## src/ctm_defs.vh

```
`ifndef CTM_DEFS_VH
`define CTM_DEFS_VH
// ----------------------------------------
// register byte offsets
// ----------------------------------------
`define CTM_OFF_CTRL       8'h00
`define CTM_OFF_TX_PRE     8'h04
`define CTM_OFF_TX_ADJ     8'h08
`define CTM_OFF_TX_CONV    8'h0c
`define CTM_OFF_RX_PRE     8'h10
`define CTM_OFF_RX_ADJ     8'h14
`define CTM_OFF_RX_CONV    8'h18
`define CTM_OFF_STATUS     8'h1c
`define CTM_OFF_ADJ_REQ    8'h20
// ----------------------------------------
// control fields
// ----------------------------------------
`define CTM_CTRL_SYNC_BIT  5
`define CTM_CTRL_GLO_BIT   10
`define CTM_CTRL_GHI_BIT   11
`define CTM_CTRL_RST       12'h2e4
// ----------------------------------------
// reset values of the timing registers
// ----------------------------------------
`define CTM_PRE_RST        8'h12
`define CTM_ADJ_RST        8'h01
`define CTM_CONV_RST       8'h12
// ----------------------------------------
// reload selection codes
// ----------------------------------------
`define CTM_RL_PLAIN       2'h0
`define CTM_RL_MINUS       2'h1
`define CTM_RL_PLUS        2'h2
// ----------------------------------------
// serial modes
// ----------------------------------------
`define CTM_MODE_DUAL      2'h0
`define CTM_MODE_WORD      2'h1
`define CTM_MODE_BYTE      2'h2
// ----------------------------------------
// timing counts in master clocks
// ----------------------------------------
`define CTM_SHIFT_DIV      4
`define CTM_SHIFT_HALF     1'b1
`define CTM_EOD_CYCLES     3'h4
// ----------------------------------------
// bus answers
// ----------------------------------------
`define CTM_RESP_OKAY      2'h0
`define CTM_RESP_SLVERR    2'h2
`endif

```

## src/ctm_timing.v

```verilog
`timescale 1ns/1ps
`default_nettype none
`include "ctm_defs.vh"
module ctm_timing (
  input  wire        mclk_in,
  input  wire        rst_in,
  input  wire [7:0]  s_axi_awaddr_in,
  input  wire        s_axi_awvalid_in,
  output reg         s_axi_awready_out,
  input  wire [31:0] s_axi_wdata_in,
  input  wire [3:0]  s_axi_wstrb_in,
  input  wire        s_axi_wvalid_in,
  output reg         s_axi_wready_out,
  output reg  [1:0]  s_axi_bresp_out,
  output reg         s_axi_bvalid_out,
  input  wire        s_axi_bready_in,
  input  wire [7:0]  s_axi_araddr_in,
  input  wire        s_axi_arvalid_in,
  output reg         s_axi_arready_out,
  output reg  [31:0] s_axi_rdata_out,
  output reg  [1:0]  s_axi_rresp_out,
  output reg         s_axi_rvalid_out,
  input  wire        s_axi_rready_in,
  input  wire        data_control_strap_in,
  input  wire        shared_fs_in,
  output reg         shared_fs_out,
  output reg         shared_fs_oe_n_out,
  input  wire        secondary_data_in,
  input  wire        rx_data_in,
  input  wire        primary_active_in,
  input  wire        secondary_active_in,
  input  wire        rx_shift_busy_in,
  output reg         shift_clk_out,
  output reg         tx_filter_clock_out,
  output reg         rx_filter_clock_out,
  output reg         tx_conv_strobe_out,
  output reg         rx_conv_strobe_out,
  output reg         rx_frame_sync_n_out,
  output reg         rx_serial_out,
  output reg         tx_end_of_data_n_out,
  output reg         rx_end_of_data_n_out,
  output reg         general_out_hi_out,
  output reg         general_out_lo_out,
  output reg  [1:0]  serial_mode_out
);

  // ----------------------------------------
  // helpers
  // ----------------------------------------
  // prescale reload value, never below one so a counter cannot stall
  function [8:0] pre_load;
    input [7:0] base;
    input [7:0] adj;
    input [1:0] sel;
    reg   [8:0] v;
    begin
      v = {1'b0, base};
      if (sel == `CTM_RL_MINUS) begin
        v = (base > adj) ? {1'b0, base} - {1'b0, adj} : 9'h001;
      end else if (sel == `CTM_RL_PLUS) begin
        v = {1'b0, base} + {1'b0, adj};
      end
      if (v == 9'h000) begin
        v = 9'h001;
      end
      pre_load = v;
    end
  endfunction

  function [7:0] wr_byte;
    input [7:0] old;
    input [7:0] new_val;
    input       en;
    begin
      wr_byte = en ? new_val : old;
    end
  endfunction

  // ----------------------------------------
  // registers
  // ----------------------------------------
  reg [11:0] ctrl_reg;
  reg [7:0]  tx_prescale_reg;
  reg [7:0]  tx_adjust_reg;
  reg [7:0]  tx_conv_divisor_reg;
  reg [7:0]  rx_prescale_reg;
  reg [7:0]  rx_adjust_reg;
  reg [7:0]  rx_conv_divisor_reg;
  reg [1:0]  tx_sel_reg;
  reg [1:0]  rx_sel_reg;

  reg [8:0]  tx_pre_cnt_reg;
  reg [7:0]  tx_conv_cnt_reg;
  reg [8:0]  rx_pre_cnt_reg;
  reg [7:0]  rx_conv_cnt_reg;
  reg        tx_fclk_reg;
  reg        rx_fclk_reg;

  reg [1:0]  div_reg;
  reg        dc_meta_reg;
  reg        dc_sync_reg;
  reg        wb_meta_reg;
  reg        wb_sync_reg;
  reg        sd_meta_reg;
  reg        sd_sync_reg;
  reg        strap_taken_reg;
  reg        prim_d_reg;
  reg [2:0]  eod_cnt_reg;

  reg        aw_held_reg;
  reg        w_held_reg;
  reg [7:0]  aw_addr_reg;
  reg [31:0] w_data_reg;
  reg [3:0]  w_strb_reg;

  wire sync_mode = ctrl_reg[`CTM_CTRL_SYNC_BIT];
  wire dual_mode = (serial_mode_out == `CTM_MODE_DUAL);

  // ----------------------------------------
  // transmit chain
  // ----------------------------------------
  wire tx_pre_exp  = (tx_pre_cnt_reg <= 9'h001);
  wire tx_conv_exp = tx_pre_exp && tx_fclk_reg && (tx_conv_cnt_reg <= 8'h01);
  // adjust is consumed only at a period boundary, so it moves one conversion
  wire tx_consume  = tx_conv_exp && (tx_sel_reg != `CTM_RL_PLAIN);

  always @(posedge mclk_in) begin
    if (rst_in) begin
      tx_pre_cnt_reg     <= {1'b0, `CTM_PRE_RST};
      tx_conv_cnt_reg    <= `CTM_CONV_RST;
      tx_fclk_reg        <= 1'b0;
      tx_conv_strobe_out <= 1'b0;
    end else begin
      tx_conv_strobe_out <= tx_conv_exp;
      if (tx_pre_exp) begin
        tx_fclk_reg <= ~tx_fclk_reg;
        if (tx_conv_exp) begin
          tx_conv_cnt_reg <= tx_conv_divisor_reg;
          tx_pre_cnt_reg  <= pre_load(tx_prescale_reg, tx_adjust_reg, tx_sel_reg);
        end else begin
          tx_pre_cnt_reg <= {1'b0, tx_prescale_reg};
          if (tx_fclk_reg) begin
            tx_conv_cnt_reg <= tx_conv_cnt_reg - 8'h01;
          end
        end
      end else begin
        tx_pre_cnt_reg <= tx_pre_cnt_reg - 9'h001;
      end
    end
  end

  // ----------------------------------------
  // receive chain, held in reset while synchronous
  // ----------------------------------------
  wire rx_pre_exp  = (rx_pre_cnt_reg <= 9'h001);
  wire rx_conv_exp = rx_pre_exp && rx_fclk_reg && (rx_conv_cnt_reg <= 8'h01);
  wire rx_consume  = !sync_mode && rx_conv_exp && (rx_sel_reg != `CTM_RL_PLAIN);

  always @(posedge mclk_in) begin
    if (rst_in || sync_mode) begin
      rx_pre_cnt_reg  <= {1'b0, `CTM_PRE_RST};
      rx_conv_cnt_reg <= `CTM_CONV_RST;
      rx_fclk_reg     <= 1'b0;
    end else if (rx_pre_exp) begin
      rx_fclk_reg <= ~rx_fclk_reg;
      if (rx_conv_exp) begin
        rx_conv_cnt_reg <= rx_conv_divisor_reg;
        rx_pre_cnt_reg  <= pre_load(rx_prescale_reg, rx_adjust_reg, rx_sel_reg);
      end else begin
        rx_pre_cnt_reg <= {1'b0, rx_prescale_reg};
        if (rx_fclk_reg) begin
          rx_conv_cnt_reg <= rx_conv_cnt_reg - 8'h01;
        end
      end
    end else begin
      rx_pre_cnt_reg <= rx_pre_cnt_reg - 9'h001;
    end
  end

  always @(posedge mclk_in) begin
    if (rst_in) begin
      tx_filter_clock_out <= 1'b0;
      rx_filter_clock_out <= 1'b0;
      rx_conv_strobe_out  <= 1'b0;
    end else begin
      tx_filter_clock_out <= tx_fclk_reg;
      rx_filter_clock_out <= sync_mode ? tx_fclk_reg : rx_fclk_reg;
      rx_conv_strobe_out  <= sync_mode ? tx_conv_exp : rx_conv_exp;
    end
  end

  // ----------------------------------------
  // shift clock
  // ----------------------------------------
  always @(posedge mclk_in) begin
    if (rst_in) begin
      div_reg       <= 2'h0;
      shift_clk_out <= 1'b1;
    end else begin
      div_reg <= div_reg + 2'h1;
      if (div_reg[0] == `CTM_SHIFT_HALF) begin
        shift_clk_out <= ~shift_clk_out;
      end
    end
  end

  // ----------------------------------------
  // strap and pin synchronisers, mode decode
  // ----------------------------------------
  always @(posedge mclk_in) begin
    if (rst_in) begin
      dc_meta_reg     <= 1'b0;
      dc_sync_reg     <= 1'b0;
      wb_meta_reg     <= 1'b1;
      wb_sync_reg     <= 1'b1;
      sd_meta_reg     <= 1'b0;
      sd_sync_reg     <= 1'b0;
      strap_taken_reg <= 1'b0;
      serial_mode_out <= `CTM_MODE_WORD;
    end else begin
      dc_meta_reg <= data_control_strap_in;
      dc_sync_reg <= dc_meta_reg;
      wb_meta_reg <= shared_fs_in;
      wb_sync_reg <= wb_meta_reg;
      sd_meta_reg <= secondary_data_in;
      sd_sync_reg <= sd_meta_reg;
      // straps settle through the synchroniser before they are caught
      if (!strap_taken_reg && div_reg == 2'h3) begin
        strap_taken_reg <= 1'b1;
        if (dc_sync_reg) begin
          serial_mode_out <= `CTM_MODE_DUAL;
        end else if (wb_sync_reg) begin
          serial_mode_out <= `CTM_MODE_WORD;
        end else begin
          serial_mode_out <= `CTM_MODE_BYTE;
        end
      end
    end
  end

  // ----------------------------------------
  // frame syncs, routing, end-of-data pulses
  // ----------------------------------------
  wire sec_clash = !sync_mode && rx_shift_busy_in;
  wire sec_low   = dual_mode && secondary_active_in && !primary_active_in && !sec_clash;

  always @(posedge mclk_in) begin
    if (rst_in) begin
      shared_fs_out        <= 1'b1;
      shared_fs_oe_n_out   <= 1'b1;
      rx_frame_sync_n_out  <= 1'b1;
      rx_serial_out        <= 1'b0;
      general_out_hi_out   <= 1'b0;
      general_out_lo_out   <= 1'b0;
      prim_d_reg           <= 1'b0;
      eod_cnt_reg          <= 3'h0;
      tx_end_of_data_n_out <= 1'b1;
      rx_end_of_data_n_out <= 1'b1;
    end else begin
      shared_fs_oe_n_out  <= ~dual_mode;
      shared_fs_out       <= ~sec_low;
      rx_frame_sync_n_out <= ~primary_active_in;
      rx_serial_out       <= sec_low ? sd_sync_reg : rx_data_in;
      general_out_hi_out  <= dual_mode & ctrl_reg[`CTM_CTRL_GHI_BIT];
      general_out_lo_out  <= dual_mode & ctrl_reg[`CTM_CTRL_GLO_BIT];
      prim_d_reg          <= primary_active_in;
      if (prim_d_reg && !primary_active_in && !dual_mode) begin
        eod_cnt_reg <= `CTM_EOD_CYCLES;
      end else if (eod_cnt_reg != 3'h0) begin
        eod_cnt_reg <= eod_cnt_reg - 3'h1;
      end
      tx_end_of_data_n_out <= ~(prim_d_reg && !primary_active_in && !dual_mode)
                              && (eod_cnt_reg <= 3'h1);
      rx_end_of_data_n_out <= ~(prim_d_reg && !primary_active_in && !dual_mode)
                              && (eod_cnt_reg <= 3'h1);
    end
  end

  // ----------------------------------------
  // bus slave, write side
  // ----------------------------------------
  wire do_write = aw_held_reg && w_held_reg && !s_axi_bvalid_out;

  always @(posedge mclk_in) begin
    if (rst_in) begin
      aw_held_reg       <= 1'b0;
      w_held_reg        <= 1'b0;
      aw_addr_reg       <= 8'h00;
      w_data_reg        <= 32'h00000000;
      w_strb_reg        <= 4'h0;
      s_axi_awready_out <= 1'b1;
      s_axi_wready_out  <= 1'b1;
      s_axi_bvalid_out  <= 1'b0;
      s_axi_bresp_out   <= `CTM_RESP_OKAY;
      ctrl_reg            <= `CTM_CTRL_RST;
      tx_prescale_reg     <= `CTM_PRE_RST;
      tx_adjust_reg       <= `CTM_ADJ_RST;
      tx_conv_divisor_reg <= `CTM_CONV_RST;
      rx_prescale_reg     <= `CTM_PRE_RST;
      rx_adjust_reg       <= `CTM_ADJ_RST;
      rx_conv_divisor_reg <= `CTM_CONV_RST;
      tx_sel_reg          <= `CTM_RL_PLAIN;
      rx_sel_reg          <= `CTM_RL_PLAIN;
    end else begin
      if (s_axi_awvalid_in && s_axi_awready_out) begin
        aw_held_reg       <= 1'b1;
        aw_addr_reg       <= s_axi_awaddr_in;
        s_axi_awready_out <= 1'b0;
      end
      if (s_axi_wvalid_in && s_axi_wready_out) begin
        w_held_reg       <= 1'b1;
        w_data_reg       <= s_axi_wdata_in;
        w_strb_reg       <= s_axi_wstrb_in;
        s_axi_wready_out <= 1'b0;
      end
      // a consumed adjust request clears; a new write in that cycle wins
      if (tx_consume) begin
        tx_sel_reg <= `CTM_RL_PLAIN;
      end
      if (rx_consume) begin
        rx_sel_reg <= `CTM_RL_PLAIN;
      end
      if (do_write) begin
        s_axi_bvalid_out <= 1'b1;
        s_axi_bresp_out  <= `CTM_RESP_OKAY;
        case (aw_addr_reg)
          `CTM_OFF_CTRL: begin
            ctrl_reg[7:0]  <= wr_byte(ctrl_reg[7:0], w_data_reg[7:0], w_strb_reg[0]);
            ctrl_reg[11:8] <= w_strb_reg[1] ? w_data_reg[11:8] : ctrl_reg[11:8];
          end
          `CTM_OFF_TX_PRE: begin
            tx_prescale_reg <= wr_byte(tx_prescale_reg, w_data_reg[7:0], w_strb_reg[0]);
          end
          `CTM_OFF_TX_ADJ: begin
            tx_adjust_reg <= wr_byte(tx_adjust_reg, w_data_reg[7:0], w_strb_reg[0]);
          end
          `CTM_OFF_TX_CONV: begin
            tx_conv_divisor_reg <= wr_byte(tx_conv_divisor_reg, w_data_reg[7:0],
                                           w_strb_reg[0]);
          end
          `CTM_OFF_RX_PRE: begin
            rx_prescale_reg <= wr_byte(rx_prescale_reg, w_data_reg[7:0], w_strb_reg[0]);
          end
          `CTM_OFF_RX_ADJ: begin
            rx_adjust_reg <= wr_byte(rx_adjust_reg, w_data_reg[7:0], w_strb_reg[0]);
          end
          `CTM_OFF_RX_CONV: begin
            rx_conv_divisor_reg <= wr_byte(rx_conv_divisor_reg, w_data_reg[7:0],
                                           w_strb_reg[0]);
          end
          `CTM_OFF_ADJ_REQ: begin
            if (w_strb_reg[0]) begin
              tx_sel_reg <= w_data_reg[1:0];
              rx_sel_reg <= w_data_reg[3:2];
            end
          end
          `CTM_OFF_STATUS: begin
          end
          default: begin
            s_axi_bresp_out <= `CTM_RESP_SLVERR;
          end
        endcase
      end
      if (s_axi_bvalid_out && s_axi_bready_in) begin
        s_axi_bvalid_out  <= 1'b0;
        aw_held_reg       <= 1'b0;
        w_held_reg        <= 1'b0;
        s_axi_awready_out <= 1'b1;
        s_axi_wready_out  <= 1'b1;
      end
    end
  end

  // ----------------------------------------
  // bus slave, read side
  // ----------------------------------------
  reg [31:0] rd_val;
  reg        rd_ok;

  always @* begin
    rd_val = 32'h00000000;
    rd_ok  = 1'b1;
    case (s_axi_araddr_in)
      `CTM_OFF_CTRL:    rd_val[11:0] = ctrl_reg;
      `CTM_OFF_TX_PRE:  rd_val[7:0]  = tx_prescale_reg;
      `CTM_OFF_TX_ADJ:  rd_val[7:0]  = tx_adjust_reg;
      `CTM_OFF_TX_CONV: rd_val[7:0]  = tx_conv_divisor_reg;
      `CTM_OFF_RX_PRE:  rd_val[7:0]  = rx_prescale_reg;
      `CTM_OFF_RX_ADJ:  rd_val[7:0]  = rx_adjust_reg;
      `CTM_OFF_RX_CONV: rd_val[7:0]  = rx_conv_divisor_reg;
      `CTM_OFF_ADJ_REQ: rd_val[3:0]  = {rx_sel_reg, tx_sel_reg};
      `CTM_OFF_STATUS:  rd_val[15:0] = {tx_conv_cnt_reg, 3'h0, rx_fclk_reg,
                                        tx_fclk_reg, sync_mode, serial_mode_out};
      default:          rd_ok = 1'b0;
    endcase
  end

  always @(posedge mclk_in) begin
    if (rst_in) begin
      s_axi_arready_out <= 1'b1;
      s_axi_rvalid_out  <= 1'b0;
      s_axi_rdata_out   <= 32'h00000000;
      s_axi_rresp_out   <= `CTM_RESP_OKAY;
    end else if (s_axi_arvalid_in && s_axi_arready_out) begin
      s_axi_arready_out <= 1'b0;
      s_axi_rvalid_out  <= 1'b1;
      s_axi_rdata_out   <= rd_val;
      s_axi_rresp_out   <= rd_ok ? `CTM_RESP_OKAY : `CTM_RESP_SLVERR;
    end else if (s_axi_rvalid_out && s_axi_rready_in) begin
      s_axi_rvalid_out  <= 1'b0;
      s_axi_arready_out <= 1'b1;
    end
  end

endmodule
`default_nettype wire

```

## config.mk

```make
export PLATFORM = sky130hd
export DESIGN_NAME = ctm_timing
export DESIGN_NICKNAME = d
export VERILOG_FILES = /design/src/ctm_timing.v
export VERILOG_INCLUDE_DIRS = /design/src
export SDC_FILE = /design/constraint.sdc
export NUM_CORES = 1
export LEC_CHECK = 0
export BUFFER_PORTS_ARGS = -buffer_cell sky130_fd_sc_hd__buf_4
export CAP_MARGIN = 25
export CORE_ASPECT_RATIO = 1.2
export CORE_MARGIN = 3
export CORE_UTILIZATION = 59
export CTS_CLUSTER_DIAMETER = 120
export DETAILED_ROUTE_END_ITERATION = 8
export GPL_TIMING_DRIVEN = 0
export PLACE_DENSITY = 0.81
export RECOVER_POWER = 100
export SYNTH_ARGS = -nofsm -noshare
export SYNTH_HDL_FRONTEND = slang
export SYNTH_SLANG_ARGS = --single-unit
```

## constraint.sdc

```tcl
create_clock -name mclk_in -period 3.25 [get_ports mclk_in]
set_input_delay 0.4875 -clock mclk_in [delete_from_list [all_inputs] [get_ports mclk_in]]
set_output_delay 0.4875 -clock mclk_in [all_outputs]
set_load 0.05 [all_outputs]
```

Yosys cells after proc, flatten, opt, wreduce, memory -nomap -nowiden

Cells that the tools add are included.
W data, S select, Z words.

Register bits after elaboration: 176
Input port bits: 66
Output and inout bits: 56
Word-level logic and storage cells: 203

$add $sub $neg: 10
Magnitude comparators: 7
Eq/ne operators: 21
Multiplexer cells: 48
Bitwise logic cells: 9
Reductions and logical operators: 55

Operators by type and width:

| kind                  | number |
|---|---|
| $mux W9               | 18 |
| $eq A8 B5 Y1 const B  | 8 |
| $pmux W4 S9           | 1 |
| $eq A8 B4 Y1 const B  | 4 |
| $mux W8               | 4 |
| $pmux W4 S8           | 1 |
| $mux W2               | 12 |
| $reduce_and A3 Y1     | 8 |
| $logic_and A1 B1 Y1   | 22 |
| $add A8 B8 Y9         | 2 |
| $le A9 B1 Y1 const B  | 2 |
| $logic_not A9 Y1      | 2 |
| $reduce_or A9 Y1      | 2 |
| $sub A8 B8 Y9         | 2 |
| $sub A9 B1 Y9 const B | 2 |
| $eq A8 B3 Y1 const B  | 2 |
| $eq A8 B6 Y1 const B  | 2 |
| $gt A8 B8 Y1          | 2 |
| $le A8 B1 Y1 const B  | 2 |
| $logic_not A8 Y1      | 2 |
| $sub A8 B1 Y8 const B | 2 |
| $reduce_bool A2 Y1    | 6 |
| $mux W1               | 8 |
| $pmux W4 S2           | 1 |
| other kinds (15)      | 33 |

Depth between registers and ports, before layout

Word-level depth: 10
Depth in mapped cells: 12
Depth with buffers taken out: 12

Worst setup path after synthesis

OpenSTA, ideal clock, no wires.

Path type: reg2reg
From: reg tx_adjust_reg[6]
To: reg tx_pre_cnt_reg[0]
Library setup time: 0.060 ns
Arrival time: 2.566 ns
Data required time: 3.190 ns
Path slack: 0.624 ns
Stages on the path, launching flop included: 12
Path buffers: 2
Period minus slack after synthesis: 2.626 ns
Cell sequence: dfxtp_1 -> inv_1 -> ha_1 -> buf_2 -> and3_1 -> a221o_1 -> o21a_1 -> buf_6 -> a221o_1 -> a22o_1 -> o311ai_1 -> and3_1

Cells in the longest elaborated chain, start to end: 10
Elaborated cells between the ends (all ways): 13
Classes of those cells: add/sub (2); order compare (1); mux (9); reduce/logical (1)

Ends and longest elaborated chain:

| element                                     | RTL line                         | source |
|---|---|---|
| start, declared                             | ctm_timing.v:84                  | `reg [7:0] tx_adjust_reg;` |
| start signal, assigned                      | ctm_timing.v:297                 | `` tx_adjust_reg <= `CTM_ADJ_RST; `` |
| start signal, assigned                      | ctm_timing.v:335                 | `tx_adjust_reg <= wr_byte(tx_adjust_reg, w_data_reg[7:0], w_strb_reg[0]);` |
| $add A8 B8 Y9, or another cell as far along | ctm_timing.v:61                  | `v = {1'b0, base} + {1'b0, adj};` |
| $mux W9 (on tied branches)                  | ctm_timing.v:60, ctm_timing.v:59 |  |
| $mux W9 (*)                                 | ctm_timing.v:58                  | `` if (sel == `CTM_RL_MINUS) begin `` |
| $mux W9 (*)                                 | ctm_timing.v:137                 | `if (tx_conv_exp) begin` |
| $mux W9 (*)                                 | ctm_timing.v:135                 | `if (tx_pre_exp) begin` |
| $mux W9 (*)                                 | ctm_timing.v:128                 | `if (rst_in) begin` |
| $logic_not A9 Y1                            | ctm_timing.v:63                  | `if (v == 9'h000) begin` |
| $mux W9 (*)                                 | ctm_timing.v:63                  |  |
| $mux W9 (*)                                 | ctm_timing.v:137                 |  |
| $mux W9 (*)                                 | ctm_timing.v:135                 |  |
| end signal, assigned                        | ctm_timing.v:139                 | `tx_pre_cnt_reg <= pre_load(tx_prescale_reg, tx_adjust_reg, tx_sel_reg);` |
| end signal, assigned                        | ctm_timing.v:141                 | `tx_pre_cnt_reg <= {1'b0, tx_prescale_reg};` |
| end signal, assigned                        | ctm_timing.v:147                 | `tx_pre_cnt_reg <= tx_pre_cnt_reg - 9'h001;` |
| end, declared                               | ctm_timing.v:92                  | `reg [8:0] tx_pre_cnt_reg;` |

Mark *: on every way between the ends. The rest lies on a longest branch, timed or not. The select of a mux whose other input is x is not followed.
A chain may end at the register's enable or synchronous reset.

Final worst setup path

From: reg rx_prescale_reg[4]
To: reg rx_pre_cnt_reg[0]

Cells in the longest elaborated chain, start to end: 10
Elaborated cells between the ends (all ways): 13
Classes of those cells: add/sub (2); order compare (1); mux (9); reduce/logical (1)

Ends and longest elaborated chain:

| element                                     | RTL line                         | source |
|---|---|---|
| start, declared                             | ctm_timing.v:86                  | `reg [7:0] rx_prescale_reg;` |
| start signal, assigned                      | ctm_timing.v:299                 | `` rx_prescale_reg <= `CTM_PRE_RST; `` |
| start signal, assigned                      | ctm_timing.v:342                 | `rx_prescale_reg <= wr_byte(rx_prescale_reg, w_data_reg[7:0], w_strb_reg[0]);` |
| $add A8 B8 Y9, or another cell as far along | ctm_timing.v:61                  |  |
| $mux W9 (on tied branches)                  | ctm_timing.v:60, ctm_timing.v:59 |  |
| $mux W9 (*)                                 | ctm_timing.v:58                  |  |
| $mux W9 (*)                                 | ctm_timing.v:166                 | `if (rx_conv_exp) begin` |
| $mux W9 (*)                                 | ctm_timing.v:164                 | `end else if (rx_pre_exp) begin` |
| $mux W9 (*)                                 | ctm_timing.v:160                 | `if (rst_in \|\| sync_mode) begin` |
| $logic_not A9 Y1                            | ctm_timing.v:63                  |  |
| $mux W9 (*)                                 | ctm_timing.v:63                  |  |
| $mux W9 (*)                                 | ctm_timing.v:166                 |  |
| $mux W9 (*)                                 | ctm_timing.v:164                 |  |
| end signal, assigned                        | ctm_timing.v:161                 | `` rx_pre_cnt_reg <= {1'b0, `CTM_PRE_RST}; `` |
| end signal, assigned                        | ctm_timing.v:168                 | `rx_pre_cnt_reg <= pre_load(rx_prescale_reg, rx_adjust_reg, rx_sel_reg);` |
| end signal, assigned                        | ctm_timing.v:170                 | `rx_pre_cnt_reg <= {1'b0, rx_prescale_reg};` |
| end, declared                               | ctm_timing.v:94                  | `reg [8:0] rx_pre_cnt_reg;` |

Marked as above.

==> flow_metrics.env <==
export IMPL_status="finished, final reports clean"
export IMPL_cts_sinks=174
export IMPL_fin_cells=1488
export IMPL_post_route_util=0.689
export IMPL_nets=1382
export IMPL_viasPerCell=6.01
export IMPL_grt_pass1_wl_mm=42.5
export IMPL_insertion_delay_ps=430
export IMPL_netlist_top_cells_count="174 x dfxtp_1, 126 x nor2_1, 119 x nand2_1"
export IMPL_holdWs_ps=241
export IMPL_min_path_type="in -> reg"
export IMPL_path_max_fanout=10
export IMPL_synth_top_cell_area_share=0.367
export IMPL_cap_violations=0
export IMPL_syn_avg_cell_area_um2=8.24
export IMPL_nFillCells=1324
export IMPL_crit_type="reg -> reg"
export IMPL_die_height_um=145
export IMPL_port_buffers=80
export IMPL_synth_most_common_cell="dfxtp_1"
export IMPL_wl_per_cell_um=18.3
export IMPL_ys_ff_latch=174
export IMPL_p_leak_nw=4.34
export IMPL_routed_wl_mm=27.2
export IMPL_num_vias=8944
export IMPL_async_flop_share=0
export IMPL_worstMarginPinSlew_ps=914
export IMPL_clk_pin_slew_ps=70
export IMPL_syn_inst=1151
export IMPL_post_dp_hpwl_mm=20.0
export IMPL_final_hold_violation_count=0
export IMPL_grt_pass1_vias=8485
export IMPL_cts_buffer_depth=2
export IMPL_num_rows=50
export IMPL_synth_edf_count=0
export IMPL_cp_cell_sequence="ha_1 > clkbuf_1 > a21oi_1 > o221ai_1 > a21oi_1 > nor2b_1 > clkbuf_1 > a221o_1 > nor4b_1 > nand4_1 > a21oi_1"
export IMPL_first_pass_iters=5
export IMPL_cp_slowest_cell="dfxtp_1"
export IMPL_p_clk_frac=0.421
export IMPL_postRouteAntennaNets=0
export IMPL_worst_slack_ps=140
export IMPL_seq_area_frac_synth=0.367
export IMPL_pwr_density_cell_nw_per_um2=459
export IMPL_dieArea_um2=17600
export IMPL_crit_path_end_kind="flop"
export IMPL_ioPinCount=122
export IMPL_cts_root_buf="clkbuf_16"
export IMPL_path_common_cell="a21oi_1"
export IMPL_start_kind="flop"
export IMPL_drive_gt1_frac=0.0930
export IMPL_drv_slew=0
export IMPL_combPwrFrac=0.120
export IMPL_syn2layout_area_growth_pct=14.1
export IMPL_rsz0062_at_grt="no"
export IMPL_core_area_um2=15700
export IMPL_relSlewSlack=0.388
export IMPL_fmax_ghz=0.322
export IMPL_grt_overflow=0
export IMPL_fin_area_um2=10800
export IMPL_required_ps=3610
export IMPL_antenna_cells=0
export IMPL_die_x_um=122
export IMPL_htreeDepth=4
export IMPL_antenna_found_initial=0
export IMPL_pwr_share_seq=0.459
export IMPL_numCtsBuffers=17
export IMPL_crit_buf_inv=2
export IMPL_crit_family="compound AO/OA/AOI/OAI gates"
export IMPL_drt_iter0_markers=895
export IMPL_power_switching_mw=1.38
export IMPL_arrival_ps=3470
export IMPL_final_min_clock_period_ps=3110
export IMPL_largest_reg_flops=16
export IMPL_cts_setup_buffers=0
export IMPL_synth_top_flop_cell="dfxtp_1"
export IMPL_placed_area_um2=10400
export IMPL_gp_congestion=0.983
export IMPL_vdd_drop_max_uv=418
export IMPL_power_mw=4.96
export IMPL_grt_max_degree=18
export IMPL_fin_skew_ps=9.81
export IMPL_cp_slowest_stage_delay_ps=560
export IMPL_p_sw_frac=0.279
export IMPL_yosys_area_top_type="dfxtp_1"
export IMPL_yosysWarnings=0
export IMPL_p_int_mw=3.58
export IMPL_dp_slack_ps=221
export IMPL_track_usage=0.307
export IMPL_finalSetupViolations=0
export IMPL_tns_ps=0
export IMPL_start_util=0.604
export IMPL_place_inst=1456
export IMPL_finalCritPeriodShare=0.957
export IMPL_cts_tree="yes"
export IMPL_drc=0
export IMPL_synth_cell_area_um2=9490
export IMPL_ys_top_cells_by_area="dfxtp_1 37%, mux2i_1 6.6%, ha_1 5.9%, nor2_1 5.0%, a21oi_1 4.7%"
export IMPL_synth_cell_type_count=73
[kinds of logic (layout without fill, tap and decap cells)]
group	after synthesis	in the layout	synth area share
and+or+nand+nor	425	425	0.216
xor gates and xnor gates	29	29	0.0268
adders and majority gates	49	49	0.0678
other	1	18	0.000395
DFF	174	174	0.367
buffers and inverters	142	254	0.0665
muxes	63	63	0.0665
AOI/OAI and AO/OA	268	268	0.189
[placed cells by master (no fill, tap or decap), drive strengths merged, types with 34 or more instances in the layout]
cell type and instances:
a21oi 90, buf 70, clkbuf 114, dfxtp 174
ha 45, inv 61, mux2i 63, nand2 121
nand3 37, nor2 129, nor3 34, o21ai 39
[routing by layer]
metal	wire length, um	track usage	vias up	part of all wire
li1	-	-	4277	-
met1	10900	0.380	4168	0.40
met2	13200	0.524	407	0.49
met3	1910	0.0474	92	0.070
met4	1160	0.147	0	0.043
met5	0	0	-	0
[timing repair]
item	CTS	global route
endpoints found under the hold margin	0	0
gates resized for setup	0	1
endpoints found under the setup margin	0	1
hold buffers	0	0
[layout make-up]
class,count,area (um^2),area share
clock buffer,17,425,0.0393
clock inverter,15,179,0.0165
inverter,55,206,0.0191
multi-input combinational,852,5400,0.499
buffer,87,417,0.0385
sequential,174,3480,0.322
timing repair buffer,80,454,0.0420
tap,208,260,0.0240
[worst paths after layout]
| kind | slack [ps] | endpoint | start | cells after the start |
|---|---|---|---|---|
| setup / recovery | 140 | rx_pre_cnt_reg[0] | rx_prescale_reg[4] | 11 |
| hold / removal | 240 | wb_meta_reg | shared_fs_in | 2 |
| setup reg to reg | 140 | rx_pre_cnt_reg[0] | rx_prescale_reg[4] | 11 |
| hold reg to reg | 420 | wb_sync_reg | wb_meta_reg | 1 |
[worst reg2reg max path, stage by stage, from the launching register on]
cell and delay, ps:
dfxtp_1 560, ha_1 300, clkbuf_1 210, a21oi_1 240, o221ai_1 130, a21oi_1 250
nor2b_1 80, clkbuf_1 210, a221o_1 400, nor4b_1 320, nand4_1 150, a21oi_1 190
[power by group through the flow]
stage | clock, mW | combinational (mW) | sequential (mW)
2_1_floorplan | 0 | 0.380 | 2.38
3_3_place_gp | 0 | 0.607 | 2.32
3_5_place_dp | 0 | 0.620 | 2.33
4_1_cts | 2.09 | 0.625 | 2.28
5_1_grt | 2.18 | 0.662 | 2.29
6_report | 2.09 | 0.598 | 2.28
Power figures use the tool's default switching activity.
